## src/shared/qvr_pkg.sv

```systemverilog
// package of constants and types for the quiet voltage-mode regulator
package qvr_pkg;

  // ==========================================================
  // clock and timing
  localparam int CLK_MHZ        = 250;
  localparam int CLK_HZ         = 250_000_000;
  localparam int PWM_KHZ_0      = 25;
  localparam int PWM_KHZ_1      = 33;
  localparam int PWM_KHZ_2      = 42;
  localparam int PWM_KHZ_3      = 50;
  localparam int PER_W          = 14;
  localparam logic [PER_W-1:0] PWM_PER_0 = PER_W'(CLK_MHZ*1000/PWM_KHZ_0);
  localparam logic [PER_W-1:0] PWM_PER_1 = PER_W'(CLK_MHZ*1000/PWM_KHZ_1);
  localparam logic [PER_W-1:0] PWM_PER_2 = PER_W'(CLK_MHZ*1000/PWM_KHZ_2);
  localparam logic [PER_W-1:0] PWM_PER_3 = PER_W'(CLK_MHZ*1000/PWM_KHZ_3);
  localparam int SMPL_US_0      = 2;
  localparam int SMPL_US_1      = 3;
  localparam int SMPL_US_2      = 4;
  localparam int SMPL_US_3      = 5;
  localparam int SMPL_W         = 11;
  localparam logic [SMPL_W-1:0] SMPL_CYC_0 = SMPL_W'(SMPL_US_0*CLK_MHZ);
  localparam logic [SMPL_W-1:0] SMPL_CYC_1 = SMPL_W'(SMPL_US_1*CLK_MHZ);
  localparam logic [SMPL_W-1:0] SMPL_CYC_2 = SMPL_W'(SMPL_US_2*CLK_MHZ);
  localparam logic [SMPL_W-1:0] SMPL_CYC_3 = SMPL_W'(SMPL_US_3*CLK_MHZ);
  localparam int THR_STEP_HZ    = 2;
  // half-cycle length in clocks at frequency f: CLK_HZ / (2 f)
  localparam int HALF_W         = 28;

  // ==========================================================
  // reset values of the configuration fields
  localparam logic [1:0] RATE_RST   = 2'h0;
  localparam logic [1:0] SMPL_RST   = 2'h0;
  localparam logic [6:0] GAIN_RST   = 7'h00;
  localparam logic [2:0] DIV_RST    = 3'h0;
  localparam logic [7:0] THR_RST    = 8'hFF;
  localparam logic       EN_RST     = 1'b0;

  // ==========================================================
  // loop datapath widths
  localparam int CUR_W   = 12;
  localparam int DUTY_W  = 12;
  localparam int ACC_W   = 32;
  localparam int FRAC_W  = 9;

  // ==========================================================
  // types
  typedef struct packed {
    logic       quiet_mode_enable;
    logic [1:0] quiet_pwm_rate_select;
    logic [1:0] zero_cross_sample_time;
    logic [6:0] loop_prop_gain;
    logic [6:0] loop_integ_gain;
    logic [2:0] prop_gain_divider;
    logic [2:0] integ_gain_divider;
    logic [7:0] exit_frequency_threshold;
  } qvr_cfg_t;

  typedef struct packed {
    logic signed [CUR_W-1:0] target;
    logic signed [CUR_W-1:0] sensed;
  } qvr_coil_t;

  typedef enum logic [1:0] {
    QVR_FALLBACK = 2'b00,
    QVR_ARMING   = 2'b01,
    QVR_QUIET    = 2'b10
  } qvr_state_t;

  // divider code to right-shift count; 110b is divide by one
  function automatic logic [3:0] div_shift(input logic [2:0] code);
    case (code)
      3'h0:    div_shift = 4'h5;
      3'h1:    div_shift = 4'h6;
      3'h2:    div_shift = 4'h7;
      3'h3:    div_shift = 4'h8;
      3'h4:    div_shift = 4'h9;
      3'h5:    div_shift = 4'h4;
      3'h6:    div_shift = 4'h0;
      default: div_shift = 4'h5;
    endcase
  endfunction

endpackage

```

## src/design/qvr_pi_coil.sv

```systemverilog
// discrete PI controller for one coil, updated once per PWM period
`timescale 1ns/10ps
module qvr_pi_coil (
  input  wire logic                       clk_in,
  input  wire logic                       rst_b_in,
  input  wire logic                       update_in,
  input  wire logic                       run_in,
  input  wire qvr_pkg::qvr_coil_t         coil_in,
  input  wire logic [6:0]                 kp_in,
  input  wire logic [6:0]                 ki_in,
  input  wire logic [3:0]                 kp_shift_in,
  input  wire logic [3:0]                 ki_shift_in,
  output logic signed [qvr_pkg::DUTY_W-1:0] duty_out
);
  import qvr_pkg::*;

  logic signed [ACC_W-1:0]  integ;
  logic signed [ACC_W-1:0]  next_integ;
  logic signed [DUTY_W-1:0] next_duty;
  logic signed [CUR_W:0]    err;
  logic signed [ACC_W-1:0]  p_term;
  logic signed [ACC_W-1:0]  i_inc;
  logic signed [ACC_W-1:0]  sum;
  localparam logic signed [ACC_W-1:0] DMAX = ACC_W'((1 << (DUTY_W-1)) - 1);

  // integrator holds FRAC_W extra fraction bits so a gain of 1/512 is kept
  always_comb begin
    err        = $signed({coil_in.target[CUR_W-1], coil_in.target})
               - $signed({coil_in.sensed[CUR_W-1], coil_in.sensed});
    p_term     = (ACC_W'(err) * $signed({1'b0, kp_in})) >>> kp_shift_in;
    i_inc      = ((ACC_W'(err) * $signed({1'b0, ki_in})) <<< FRAC_W)
               >>> ki_shift_in;
    next_integ = integ;
    next_duty  = duty_out;
    sum        = '0;
    if (!run_in) begin
      next_integ = '0;
      next_duty  = '0;
    end else if (update_in) begin
      // pole at origin from accumulation, zero from ki/kp ratio
      next_integ = integ + i_inc;
      if (next_integ > (DMAX <<< FRAC_W)) next_integ = DMAX <<< FRAC_W;
      if (next_integ < -(DMAX <<< FRAC_W)) next_integ = -(DMAX <<< FRAC_W);
      sum = p_term + (next_integ >>> FRAC_W);
      if (sum > DMAX) sum = DMAX;
      if (sum < -DMAX) sum = -DMAX;
      next_duty = DUTY_W'(sum);
    end
  end

  always_ff @(posedge clk_in or negedge rst_b_in) begin
    if (!rst_b_in) begin
      integ    <= '0;
      duty_out <= '0;
    end else begin
      integ    <= next_integ;
      duty_out <= next_duty;
    end
  end

endmodule

```

## src/design/qvr_zero_cross.sv

```systemverilog
// zero-crossing detector with sampling window and half-cycle timer
`timescale 1ns/10ps
module qvr_zero_cross (
  input  wire logic                          clk_in,
  input  wire logic                          rst_b_in,
  input  wire logic signed [qvr_pkg::CUR_W-1:0] sensed_in,
  input  wire logic [qvr_pkg::SMPL_W-1:0]    window_in,
  output logic                               cross_out,
  output logic [qvr_pkg::HALF_W-1:0]         half_len_out
);
  import qvr_pkg::*;

  logic              sign;
  logic              next_sign;
  logic              primed;
  logic              next_primed;
  logic [SMPL_W-1:0] dwell;
  logic [SMPL_W-1:0] next_dwell;
  logic [HALF_W-1:0] timer;
  logic [HALF_W-1:0] next_timer;
  logic [HALF_W-1:0] next_len;
  logic              next_cross;

  // a new polarity must hold for the whole window before it counts,
  // which keeps distortion near zero from giving false crossings
  always_comb begin
    next_sign  = sign;
    next_cross = 1'b0;
    next_len   = half_len_out;
    next_timer = (&timer) ? timer : timer + 1'b1;
    next_dwell = '0;
    next_primed = 1'b1;
    if (!primed) begin
      // first sample after reset only learns the polarity; a reset
      // value unlike the idle current would fake a crossing
      next_sign = sensed_in[CUR_W-1];
    end else if (sensed_in[CUR_W-1] != sign) begin
      next_dwell = dwell + 1'b1;
      if (dwell >= window_in) begin
        next_sign  = sensed_in[CUR_W-1];
        next_cross = 1'b1;
        next_len   = timer;
        next_timer = '0;
        next_dwell = '0;
      end
    end
  end

  always_ff @(posedge clk_in or negedge rst_b_in) begin
    if (!rst_b_in) begin
      sign         <= 1'b0;
      primed       <= 1'b0;
      dwell        <= '0;
      timer        <= '0;
      cross_out    <= 1'b0;
      half_len_out <= '1;
    end else begin
      sign         <= next_sign;
      primed       <= next_primed;
      dwell        <= next_dwell;
      timer        <= next_timer;
      cross_out    <= next_cross;
      half_len_out <= next_len;
    end
  end

endmodule

```

## src/design/qvr_regulator.sv

```systemverilog
// quiet voltage-mode PWM regulator top for two coils
`timescale 1ns/10ps
module qvr_regulator (
  input  wire logic                       clk_in,
  input  wire logic                       rst_b_in,
  input  wire qvr_pkg::qvr_cfg_t          cfg_in,
  input  wire qvr_pkg::qvr_coil_t         coil_a_in,
  input  wire qvr_pkg::qvr_coil_t         coil_b_in,
  input  wire logic                       moving_in,
  output logic                            quiet_active_out,
  output logic signed [qvr_pkg::DUTY_W-1:0] duty_a_out,
  output logic signed [qvr_pkg::DUTY_W-1:0] duty_b_out,
  output logic                            pwm_a_out,
  output logic                            pwm_b_out,
  output logic                            pwm_a_neg_out,
  output logic                            pwm_b_neg_out,
  output logic                            open_load_en_out,
  output logic                            stall_det_en_out,
  output logic                            spread_en_out,
  output logic                            off_time_en_out,
  output logic                            over_thr_out
);
  import qvr_pkg::*;

  // ==========================================================
  // configuration decode
  logic [PER_W-1:0]  pwm_per;
  logic [SMPL_W-1:0] smpl_win;
  logic [HALF_W-1:0] thr_half;

  always_comb begin
    case (cfg_in.quiet_pwm_rate_select)
      2'h0:    pwm_per = PWM_PER_0;
      2'h1:    pwm_per = PWM_PER_1;
      2'h2:    pwm_per = PWM_PER_2;
      2'h3:    pwm_per = PWM_PER_3;
      default: pwm_per = PWM_PER_0;
    endcase
    case (cfg_in.zero_cross_sample_time)
      2'h0:    smpl_win = SMPL_CYC_0;
      2'h1:    smpl_win = SMPL_CYC_1;
      2'h2:    smpl_win = SMPL_CYC_2;
      2'h3:    smpl_win = SMPL_CYC_3;
      default: smpl_win = SMPL_CYC_0;
    endcase
    // half-cycle length at threshold frequency; code 0 never exits
    if (cfg_in.exit_frequency_threshold == 8'h00)
      thr_half = '0;
    else
      thr_half = HALF_W'(CLK_HZ / (2 * THR_STEP_HZ)
               / int'(cfg_in.exit_frequency_threshold));
  end

  // ==========================================================
  // PWM carrier, one period sets the loop update rate
  logic [PER_W-1:0] pwm_cnt;
  logic [PER_W-1:0] next_pwm_cnt;
  logic             period_end;

  assign period_end = (pwm_cnt >= pwm_per - 1'b1);

  always_comb begin
    next_pwm_cnt = period_end ? '0 : pwm_cnt + 1'b1;
  end

  always_ff @(posedge clk_in or negedge rst_b_in) begin
    if (!rst_b_in) begin
      pwm_cnt <= '0;
    end else begin
      pwm_cnt <= next_pwm_cnt;
    end
  end

  // ==========================================================
  // zero-crossing detection per coil
  logic              cross_a;
  logic              cross_b;
  logic [HALF_W-1:0] half_a;

  qvr_zero_cross u_zc_a (
    .clk_in       (clk_in),
    .rst_b_in     (rst_b_in),
    .sensed_in    (coil_a_in.sensed),
    .window_in    (smpl_win),
    .cross_out    (cross_a),
    .half_len_out (half_a)
  );

  qvr_zero_cross u_zc_b (
    .clk_in       (clk_in),
    .rst_b_in     (rst_b_in),
    .sensed_in    (coil_b_in.sensed),
    .window_in    (smpl_win),
    .cross_out    (cross_b),
    .half_len_out ()
  );

  // ==========================================================
  // mode control
  qvr_state_t state;
  qvr_state_t next_state;
  logic       seen_a;
  logic       seen_b;
  logic       next_seen_a;
  logic       next_seen_b;
  logic       over;
  logic       next_over;

  // a short half-cycle means a high electrical frequency; the compare
  // runs only at coil A crossings so the decision has full hysteresis
  // of one half-cycle and cannot chatter inside a half-cycle
  always_comb begin
    next_over = over;
    if (cross_a) next_over = (half_a < thr_half);
  end

  always_comb begin
    next_state  = state;
    next_seen_a = seen_a | cross_a;
    next_seen_b = seen_b | cross_b;
    case (state)
      QVR_FALLBACK: begin
        next_seen_a = 1'b0;
        next_seen_b = 1'b0;
        if (cfg_in.quiet_mode_enable) next_state = QVR_ARMING;
      end
      QVR_ARMING: begin
        if (!cfg_in.quiet_mode_enable) begin
          next_state = QVR_FALLBACK;
        end else if (next_seen_a && next_seen_b && cross_a && !next_over) begin
          // entry lands on a coil A crossing, a half-cycle edge
          next_state = QVR_QUIET;
        end
      end
      QVR_QUIET: begin
        if (!cfg_in.quiet_mode_enable) begin
          next_state = QVR_FALLBACK;
        end else if (next_over) begin
          // re-arm; a crossing in this very cycle still counts as seen
          next_state  = QVR_ARMING;
          next_seen_a = cross_a;
          next_seen_b = cross_b;
        end
      end
      default: next_state = QVR_FALLBACK;
    endcase
  end

  always_ff @(posedge clk_in or negedge rst_b_in) begin
    if (!rst_b_in) begin
      state  <= QVR_FALLBACK;
      seen_a <= 1'b0;
      seen_b <= 1'b0;
      over   <= 1'b0;
    end else begin
      state  <= next_state;
      seen_a <= next_seen_a;
      seen_b <= next_seen_b;
      over   <= next_over;
    end
  end

  // exit is combinational so the fallback takes over in the same cycle
  assign quiet_active_out = (state == QVR_QUIET) &&
                            cfg_in.quiet_mode_enable && !next_over;
  assign over_thr_out     = over;

  // ==========================================================
  // feature gating while quiet mode is active
  assign open_load_en_out = !quiet_active_out || moving_in;
  assign stall_det_en_out = !quiet_active_out;
  assign spread_en_out    = !quiet_active_out;
  assign off_time_en_out  = !quiet_active_out;

  // ==========================================================
  // per-coil PI loops; gains used directly as stored
  logic [3:0] kp_sh;
  logic [3:0] ki_sh;

  assign kp_sh = div_shift(cfg_in.prop_gain_divider);
  assign ki_sh = div_shift(cfg_in.integ_gain_divider);

  qvr_pi_coil u_pi_a (
    .clk_in      (clk_in),
    .rst_b_in    (rst_b_in),
    .update_in   (period_end),
    .run_in      (quiet_active_out),
    .coil_in     (coil_a_in),
    .kp_in       (cfg_in.loop_prop_gain),
    .ki_in       (cfg_in.loop_integ_gain),
    .kp_shift_in (kp_sh),
    .ki_shift_in (ki_sh),
    .duty_out    (duty_a_out)
  );

  qvr_pi_coil u_pi_b (
    .clk_in      (clk_in),
    .rst_b_in    (rst_b_in),
    .update_in   (period_end),
    .run_in      (quiet_active_out),
    .coil_in     (coil_b_in),
    .kp_in       (cfg_in.loop_prop_gain),
    .ki_in       (cfg_in.loop_integ_gain),
    .kp_shift_in (kp_sh),
    .ki_shift_in (ki_sh),
    .duty_out    (duty_b_out)
  );

  // ==========================================================
  // duty to bridge drive: magnitude against carrier, sign to polarity
  logic [DUTY_W-1:0] mag_a;
  logic [DUTY_W-1:0] mag_b;
  logic              next_pwm_a;
  logic              next_pwm_b;

  always_comb begin
    mag_a = duty_a_out[DUTY_W-1] ? DUTY_W'(-duty_a_out) : DUTY_W'(duty_a_out);
    mag_b = duty_b_out[DUTY_W-1] ? DUTY_W'(-duty_b_out) : DUTY_W'(duty_b_out);
    // duty scale: full magnitude maps onto the full period
    next_pwm_a = quiet_active_out &&
      ({2'b00, pwm_cnt, {(DUTY_W-1){1'b0}}} <
       {{(PER_W+1){1'b0}}, mag_a} * {{(DUTY_W+1){1'b0}}, pwm_per});
    next_pwm_b = quiet_active_out &&
      ({2'b00, pwm_cnt, {(DUTY_W-1){1'b0}}} <
       {{(PER_W+1){1'b0}}, mag_b} * {{(DUTY_W+1){1'b0}}, pwm_per});
  end

  always_ff @(posedge clk_in or negedge rst_b_in) begin
    if (!rst_b_in) begin
      pwm_a_out     <= 1'b0;
      pwm_b_out     <= 1'b0;
      pwm_a_neg_out <= 1'b0;
      pwm_b_neg_out <= 1'b0;
    end else begin
      pwm_a_out     <= next_pwm_a;
      pwm_b_out     <= next_pwm_b;
      pwm_a_neg_out <= duty_a_out[DUTY_W-1];
      pwm_b_neg_out <= duty_b_out[DUTY_W-1];
    end
  end

endmodule

```

## config.mk

```make
export PLATFORM = sky130hd
export DESIGN_NAME = qvr_regulator
export DESIGN_NICKNAME = d
export VERILOG_FILES = /design/src/shared/qvr_pkg.sv /design/src/design/qvr_pi_coil.sv /design/src/design/qvr_zero_cross.sv /design/src/design/qvr_regulator.sv
export SDC_FILE = /design/constraint.sdc
export NUM_CORES = 2
export LEC_CHECK = 0
export BUFFER_PORTS_ARGS = -buffer_cell sky130_fd_sc_hd__buf_4
export CORE_MARGIN = 2
export CORE_UTILIZATION = 55
export DETAILED_ROUTE_END_ITERATION = 7
export HOLD_SLACK_MARGIN = 0.05
export PLACE_DENSITY_LB_ADDON = 0.05
export SYNTH_ARGS = -nofsm -noshare
export SYNTH_HDL_FRONTEND = slang
export SYNTH_SLANG_ARGS = --single-unit
```

## constraint.sdc

```tcl
create_clock -name clk_in -period 335.3 [get_ports clk_in]
set_clock_uncertainty 0.05 [all_clocks]
set_input_delay 67.06 -clock clk_in [delete_from_list [all_inputs] [get_ports clk_in]]
set_output_delay 67.06 -clock clk_in [all_outputs]
set_load 0.05 [all_outputs]
```

# Word-level counts from Yosys, hierarchy flattened
# Cells that the tools add are included.
# word_totals
register_bits	194
output_inout_bits	34
wordCells	182
# op_classes
n_addsub	13
n_mul	6
div	1
n_lt_le_gt_ge	14
eq_ne	30
n_shift	4
mux	71
bitwise_logic	2
n_reduce_logical	19
# ops
operator	n
32-bit two-way mux	22
28-bit two-way mux	5
32-bit by 4-bit >>> shifter with 32-bit output	4
12-bit two-way mux	8
13-bit by 8-bit multiplier with 21-bit output	4
11-bit two-way mux	6
32-bit by 23-bit adder with 32-bit output	2
32-bit adder	2
32-bit by 12-bit greater-than comparator with 1-bit output, second input constant	2
32-bit by 21-bit greater-than comparator with 1-bit output, second input constant	2
32-bit by 12-bit < comparator with 1-bit output, second input constant	2
32-bit by 21-bit < comparator with 1-bit output, second input constant	2
14-bit case mux with 4 select lines	1
25-bit by 26-bit < comparator with 1-bit output	2
12-bit by 14-bit multiplier with 26-bit output	2
4-bit case mux with 6 select lines	2
11-bit case mux with 4 select lines	1
27-bit by 9-bit divider with 32-bit output, first input constant	1
28-bit by 1-bit adder with 28-bit output, second input constant	1
28-bit < comparator	1
28-bit AND reduction	1
12-bit by 12-bit subtractor with 13-bit output	2
12-bit negator	2
11-bit by 1-bit adder with 11-bit output, second input constant	2
26 further kinds	81

# Longest topological paths before layout
# depth
depth_word	21
mapped_depth	422

# Cells and area by module
# A second synthesis with hierarchy kept.
# unflattened
hier_cells	9307
hier_area_um2	72291.8
# modules_own_cells
module	instances	cells_per_inst	area_per_inst_um2	seq_area_each_um2
qvr_regulator	1	4759	34678.3	550.5
qvr_pi_coil	2	1969	15382.3	1101.1
qvr_zero_cross	2	305	3424.5	1786.7

# Least setup slack after synthesis
# OpenSTA, ideal clock, no wires.
# synth_path
path_type	input -> output
start	input cfg_in[0] in the netlist's numbering
end	output spread_en_out
t_arrival_ns	143.753
required_time_ns	268.190
slack_ns	124.437
path_stages	409
path_buffers	47
cell_sequence	clkbuf_1 clkbuf_1 clkinv_1 clkbuf_1 clkbuf_1 ha_1 buf_2 nor2b_1 and3_1 ha_1 nor4bb_1 a31oi_1 nor2_1 ha_1 a21o_1 or2_1 mux2_4 nor2_1 [373 not listed] nor2_1 a21oi_1 ha_1 a21oi_1 nor2b_1 o21ai_0 o2111ai_1 nor4b_1 o211a_1 o2111ai_1 a211o_1 or4_4 a21oi_2 and4b_1 buf_6 buf_6 inv_2 buf_4
# synth_via
elab_chain_cells	7
word_cells_on_any_way	8
cone_classes	1 x div; 1 x order compare; 2 x mux; 4 x reduce/logical
# synth_lines
element	line	source
from (decl)	qvr_regulator.sv:6	input wire qvr_pkg::qvr_cfg_t cfg_in,
27-bit by 9-bit divider with 32-bit output / 8-bit zero test (equally long branches)	qvr_regulator.sv:51, qvr_regulator.sv:47	
28-bit two-way mux *	qvr_regulator.sv:47	if (cfg_in.exit_frequency_threshold == 8'h00)
28-bit < comparator *	qvr_regulator.sv:114	if (cross_a) next_over = (half_a < thr_half);
1-bit two-way mux *	qvr_regulator.sv:114	
1-bit zero test *	qvr_regulator.sv:165	cfg_in.quiet_mode_enable && !next_over;
1-bit logical AND *	qvr_regulator.sv:165	
named net quiet_active_out	qvr_regulator.sv:10	output logic quiet_active_out,
1-bit zero test *	n/a	
to (decl)	qvr_regulator.sv:19	output logic spread_en_out,
# Mark *: on every way through the listed nets, which the timed path passes. The rest lies on a longest branch.

# Final worst setup path
# layout_path
start	input cfg_in[0] in the netlist's numbering
end	output quiet_active_out
# layout_via
elab_chain_cells	6
word_cells_on_any_way	7
cone_classes	1 x div; 1 x order compare; 2 x mux; 3 x reduce/logical
# layout_lines
element	line
27-bit by 9-bit divider with 32-bit output / 8-bit zero test (equally long branches)	qvr_regulator.sv:51, qvr_regulator.sv:47
28-bit two-way mux *	qvr_regulator.sv:47
28-bit < comparator *	qvr_regulator.sv:114
1-bit two-way mux *	qvr_regulator.sv:114
1-bit zero test *	qvr_regulator.sv:165
1-bit logical AND *	qvr_regulator.sv:165
to (decl)	qvr_regulator.sv:10
# Mark *: on every way between the ends. The rest lies on a longest branch, timed or not.

==> run metrics <==
1st-pass router iterations 6; Mean Syn Cell Area 7.62 um2; fraction of final layout cells sized beyond drive strength 1 6.61%; f_max 4.42 MHz; clock slew at reported path FFs 0.09 ns; GR met1 Demand/Resource 46.5%; share of flip-flops with an asynchronous set or reset after synthesis 100%; Root Buffer sky130_fd_sc_hd__clkbuf_16; Wirelength per Cell 19.6 um; critical path fanouts, max 61; commonest cells after routing, fill and taps aside 975 x sky130_fd_sc_hd__inv_1, 821 x sky130_fd_sc_hd__nand2_1, 741 x sky130_fd_sc_hd__ha_1, 654 x sky130_fd_sc_hd__nor2_1, 641 x sky130_fd_sc_hd__a21oi_1; initial antenna violation count 5; final critical-path required period 226.31 ns; run status finished, final reports clean; Std-Cell Core Area 120000 um2; Worst Hold Slack 0.453 ns; GRT Residual Overflow 0; source of the worst hold timing path u_zc_b.dwell[0]; prevailing post-synth register cell sky130_fd_sc_hd__dfrtp_1; Slew headroom 16.2%; worst setup path category primary input to output pin; placed wire-length estimate after detailed placement 162000 um; nets 9933; Worst Reg-to-Reg Cells 71; Clock Latency Late Sink 0.49 ns; via count of the first global-routing pass 59.6k; Initial Utilization 55.3%; count of routing violations after the opening detailed-route iteration 6033; most common cell after layout, fill and taps aside sky130_fd_sc_hd__inv_1; ports placed on the boundary 118; FP Rows 127; via count 62.8k; Worst R2R End u_pi_a.duty_out[9]; proportion of synthesized chip area in sequential cells 7.34%; number of enable flip-flop cells after synthesis 0; die height 351 um; standard cell with the maximum stage delay on the critical path sky130_fd_sc_hd__or4_1; arrival time worst endpoint 159.20 ns; max capacitance violation total 0; type of the most critical hold path flop to flop; fill cell total of the finished layout 11.5k; setup slack, reg-to-reg 321.06 ns; aggregate routed wire length 201000 um; sinks on the clock net 193; setup repair after global routing missed its margin false; buffer count from post-CTS setup fixing 0; final setup TNS 0 ns; met2 global-route usage 50.8%; count of mapped cells out of synthesis 8699; category of the worst setup path launch point primary input; leading area contributor after synthesis sky130_fd_sc_hd__fa_1; Hold Violations, Final 0; quantity of gates resized following cts 0; Final setup violation count 0; synth warn 0; number of buffers on the longest clock path 2; quantity of hold-fixing buffers added after cts 0; cells taking the most area after synthesis sky130_fd_sc_hd__fa_1 15%, sky130_fd_sc_hd__ha_1 14%, sky130_fd_sc_hd__dfrtp_1 6.2%, sky130_fd_sc_hd__inv_1 5.5%, sky130_fd_sc_hd__xnor2_1 4.9%; number of CTS-inserted buffers 17; CTS tree done; element type at the critical path end output pin; grt met3 use 3.22%; final worst-path cycle share 67.5%; busiest grt layer met2; count of different cell masters after synthesis 145; post-layout utilization of the core 57.7%; residual antenna-violating net count after detailed routing 0; width of the die 351 um; share of the synthesized area in the top cell type 15.2%; floorplan die area 123000 um2; combined global-route utilization of all metal layers 32.1%; longest individual stage delay on the worst path 0.91 ns; area added between synthesis and finish 4.31%; maximum number of pins on one net before global-route repair 79; worst r2r src u_pi_a.integ[1]; timing startpoint of the critical path cfg_in[0]; wire length of the first global-routing pass 322000 um; required time of the critical path 268.19 ns; Mapped Area 66300 um2; critical path capture point quiet_active_out; number of input and output port buffers inserted 117; per-cell via count in the routed design 6.14; post-synthesis sequential element count 193; final weighted congestion in routability-driven placement 0.954; H-Tree Depth 4; DRC violation count after routing 0; final count of pins violating max slew 0; slew at the pin with the worst max-slew slack 1.24 ns
## worst max-delay path: cells and delay by family
| kind | cells | cell delay, ns |
|---|---|---|
| muxes | 5 | 1.67 |
| and+or+nand+nor | 135 | 36.45 |
| adders and majority gates | 31 | 10.53 |
| AOI/OAI and AO/OA | 181 | 40.45 |
| buffers and inverters | 11 | 2.64 |
## synth_stat cells, types with 75 or more instances
cell type	count
sky130_fd_sc_hd__xnor2_1	370
sky130_fd_sc_hd__mux2_2	76
sky130_fd_sc_hd__nand4_1	84
sky130_fd_sc_hd__fa_1	504
sky130_fd_sc_hd__a31oi_1	75
sky130_fd_sc_hd__a21oi_1	641
sky130_fd_sc_hd__nor2_1	657
sky130_fd_sc_hd__a21o_1	200
sky130_fd_sc_hd__clkbuf_1	252
sky130_fd_sc_hd__o21a_1	100
sky130_fd_sc_hd__and2_1	318
sky130_fd_sc_hd__nor3_1	176
sky130_fd_sc_hd__inv_1	975
sky130_fd_sc_hd__nand3_1	170
sky130_fd_sc_hd__nand2_1	821
sky130_fd_sc_hd__nor2b_1	136
sky130_fd_sc_hd__o21bai_1	168
sky130_fd_sc_hd__xor2_1	179
sky130_fd_sc_hd__o21ai_0	400
sky130_fd_sc_hd__nand2b_1	127
sky130_fd_sc_hd__ha_1	741
sky130_fd_sc_hd__dfrtp_1	165
## state kept, by name, summed over array words and instances (netlist names), 2 cells and up
name,count
u_pi_a.integ,32
u_pi_b.integ,32
u_zc_a.half_len_out,28
u_zc_a.timer,28
pwm_cnt,14
u_pi_a.duty_out,12
u_pi_b.duty_out,12
u_zc_a.dwell,11
u_zc_b.dwell,11
state,2
## cell type report
class / instances / area [um2] / area share, %
diodes: 3 / 7.51 / 0.0109
clock buffers: 20 / 479 / 0.693
clock inverters: 12 / 131 / 0.190
inverters: 982 / 3690 / 5.33
multi-input cells: 7202 / 56400 / 81.6
flip-flops and latches: 193 / 4860 / 7.03
well taps: 1612 / 2020 / 2.92
repair buffers: 208 / 1570 / 2.27
## routing by layer
layer  wire length, um  share of wire (%)
met1             94200                 47
met2             89600                 45
met3             12000                6.0
met4              5100                2.5
met5                 0                  0
## per-stage QoR
step	worst slack, ns	instances	area [um2]
floorplan	124.44	8705	66300
global placement	113.96	10197	68500
detailed placement	110.95	10197	68500
CTS	110.63	10229	69100
global route	100.97	10230	69200
finish	108.99	10232	69200
## kinds of logic after synthesis
group	count (synthesis)	share of synthesized area [%]
other cells	2	0.0113
fa+ha+maj	1245	29.2
buf+inv	1310	7.68
xor+xnor	551	7.31
simple gates	2907	22.0
mux	156	2.55
compound gates	2335	23.9
flops	193	7.34
## worst min path at each step
| stage | to | depth (start not counted) |
|---|---|---|
| 5_1_grt | u_zc_b.dwell[0] | 1 |
| 2_1_floorplan | u_zc_a.dwell[0] | 1 |
| 6_report | u_zc_b.dwell[0] | 1 |
| 3_3_place_gp | u_zc_a.dwell[0] | 1 |
| 4_1_cts | u_zc_a.dwell[0] | 1 |
| 3_5_place_dp | u_zc_a.dwell[0] | 1 |
Power is not shown: default switching activity piles up to over one toggle a cycle in this logic, so the estimate is an artifact.
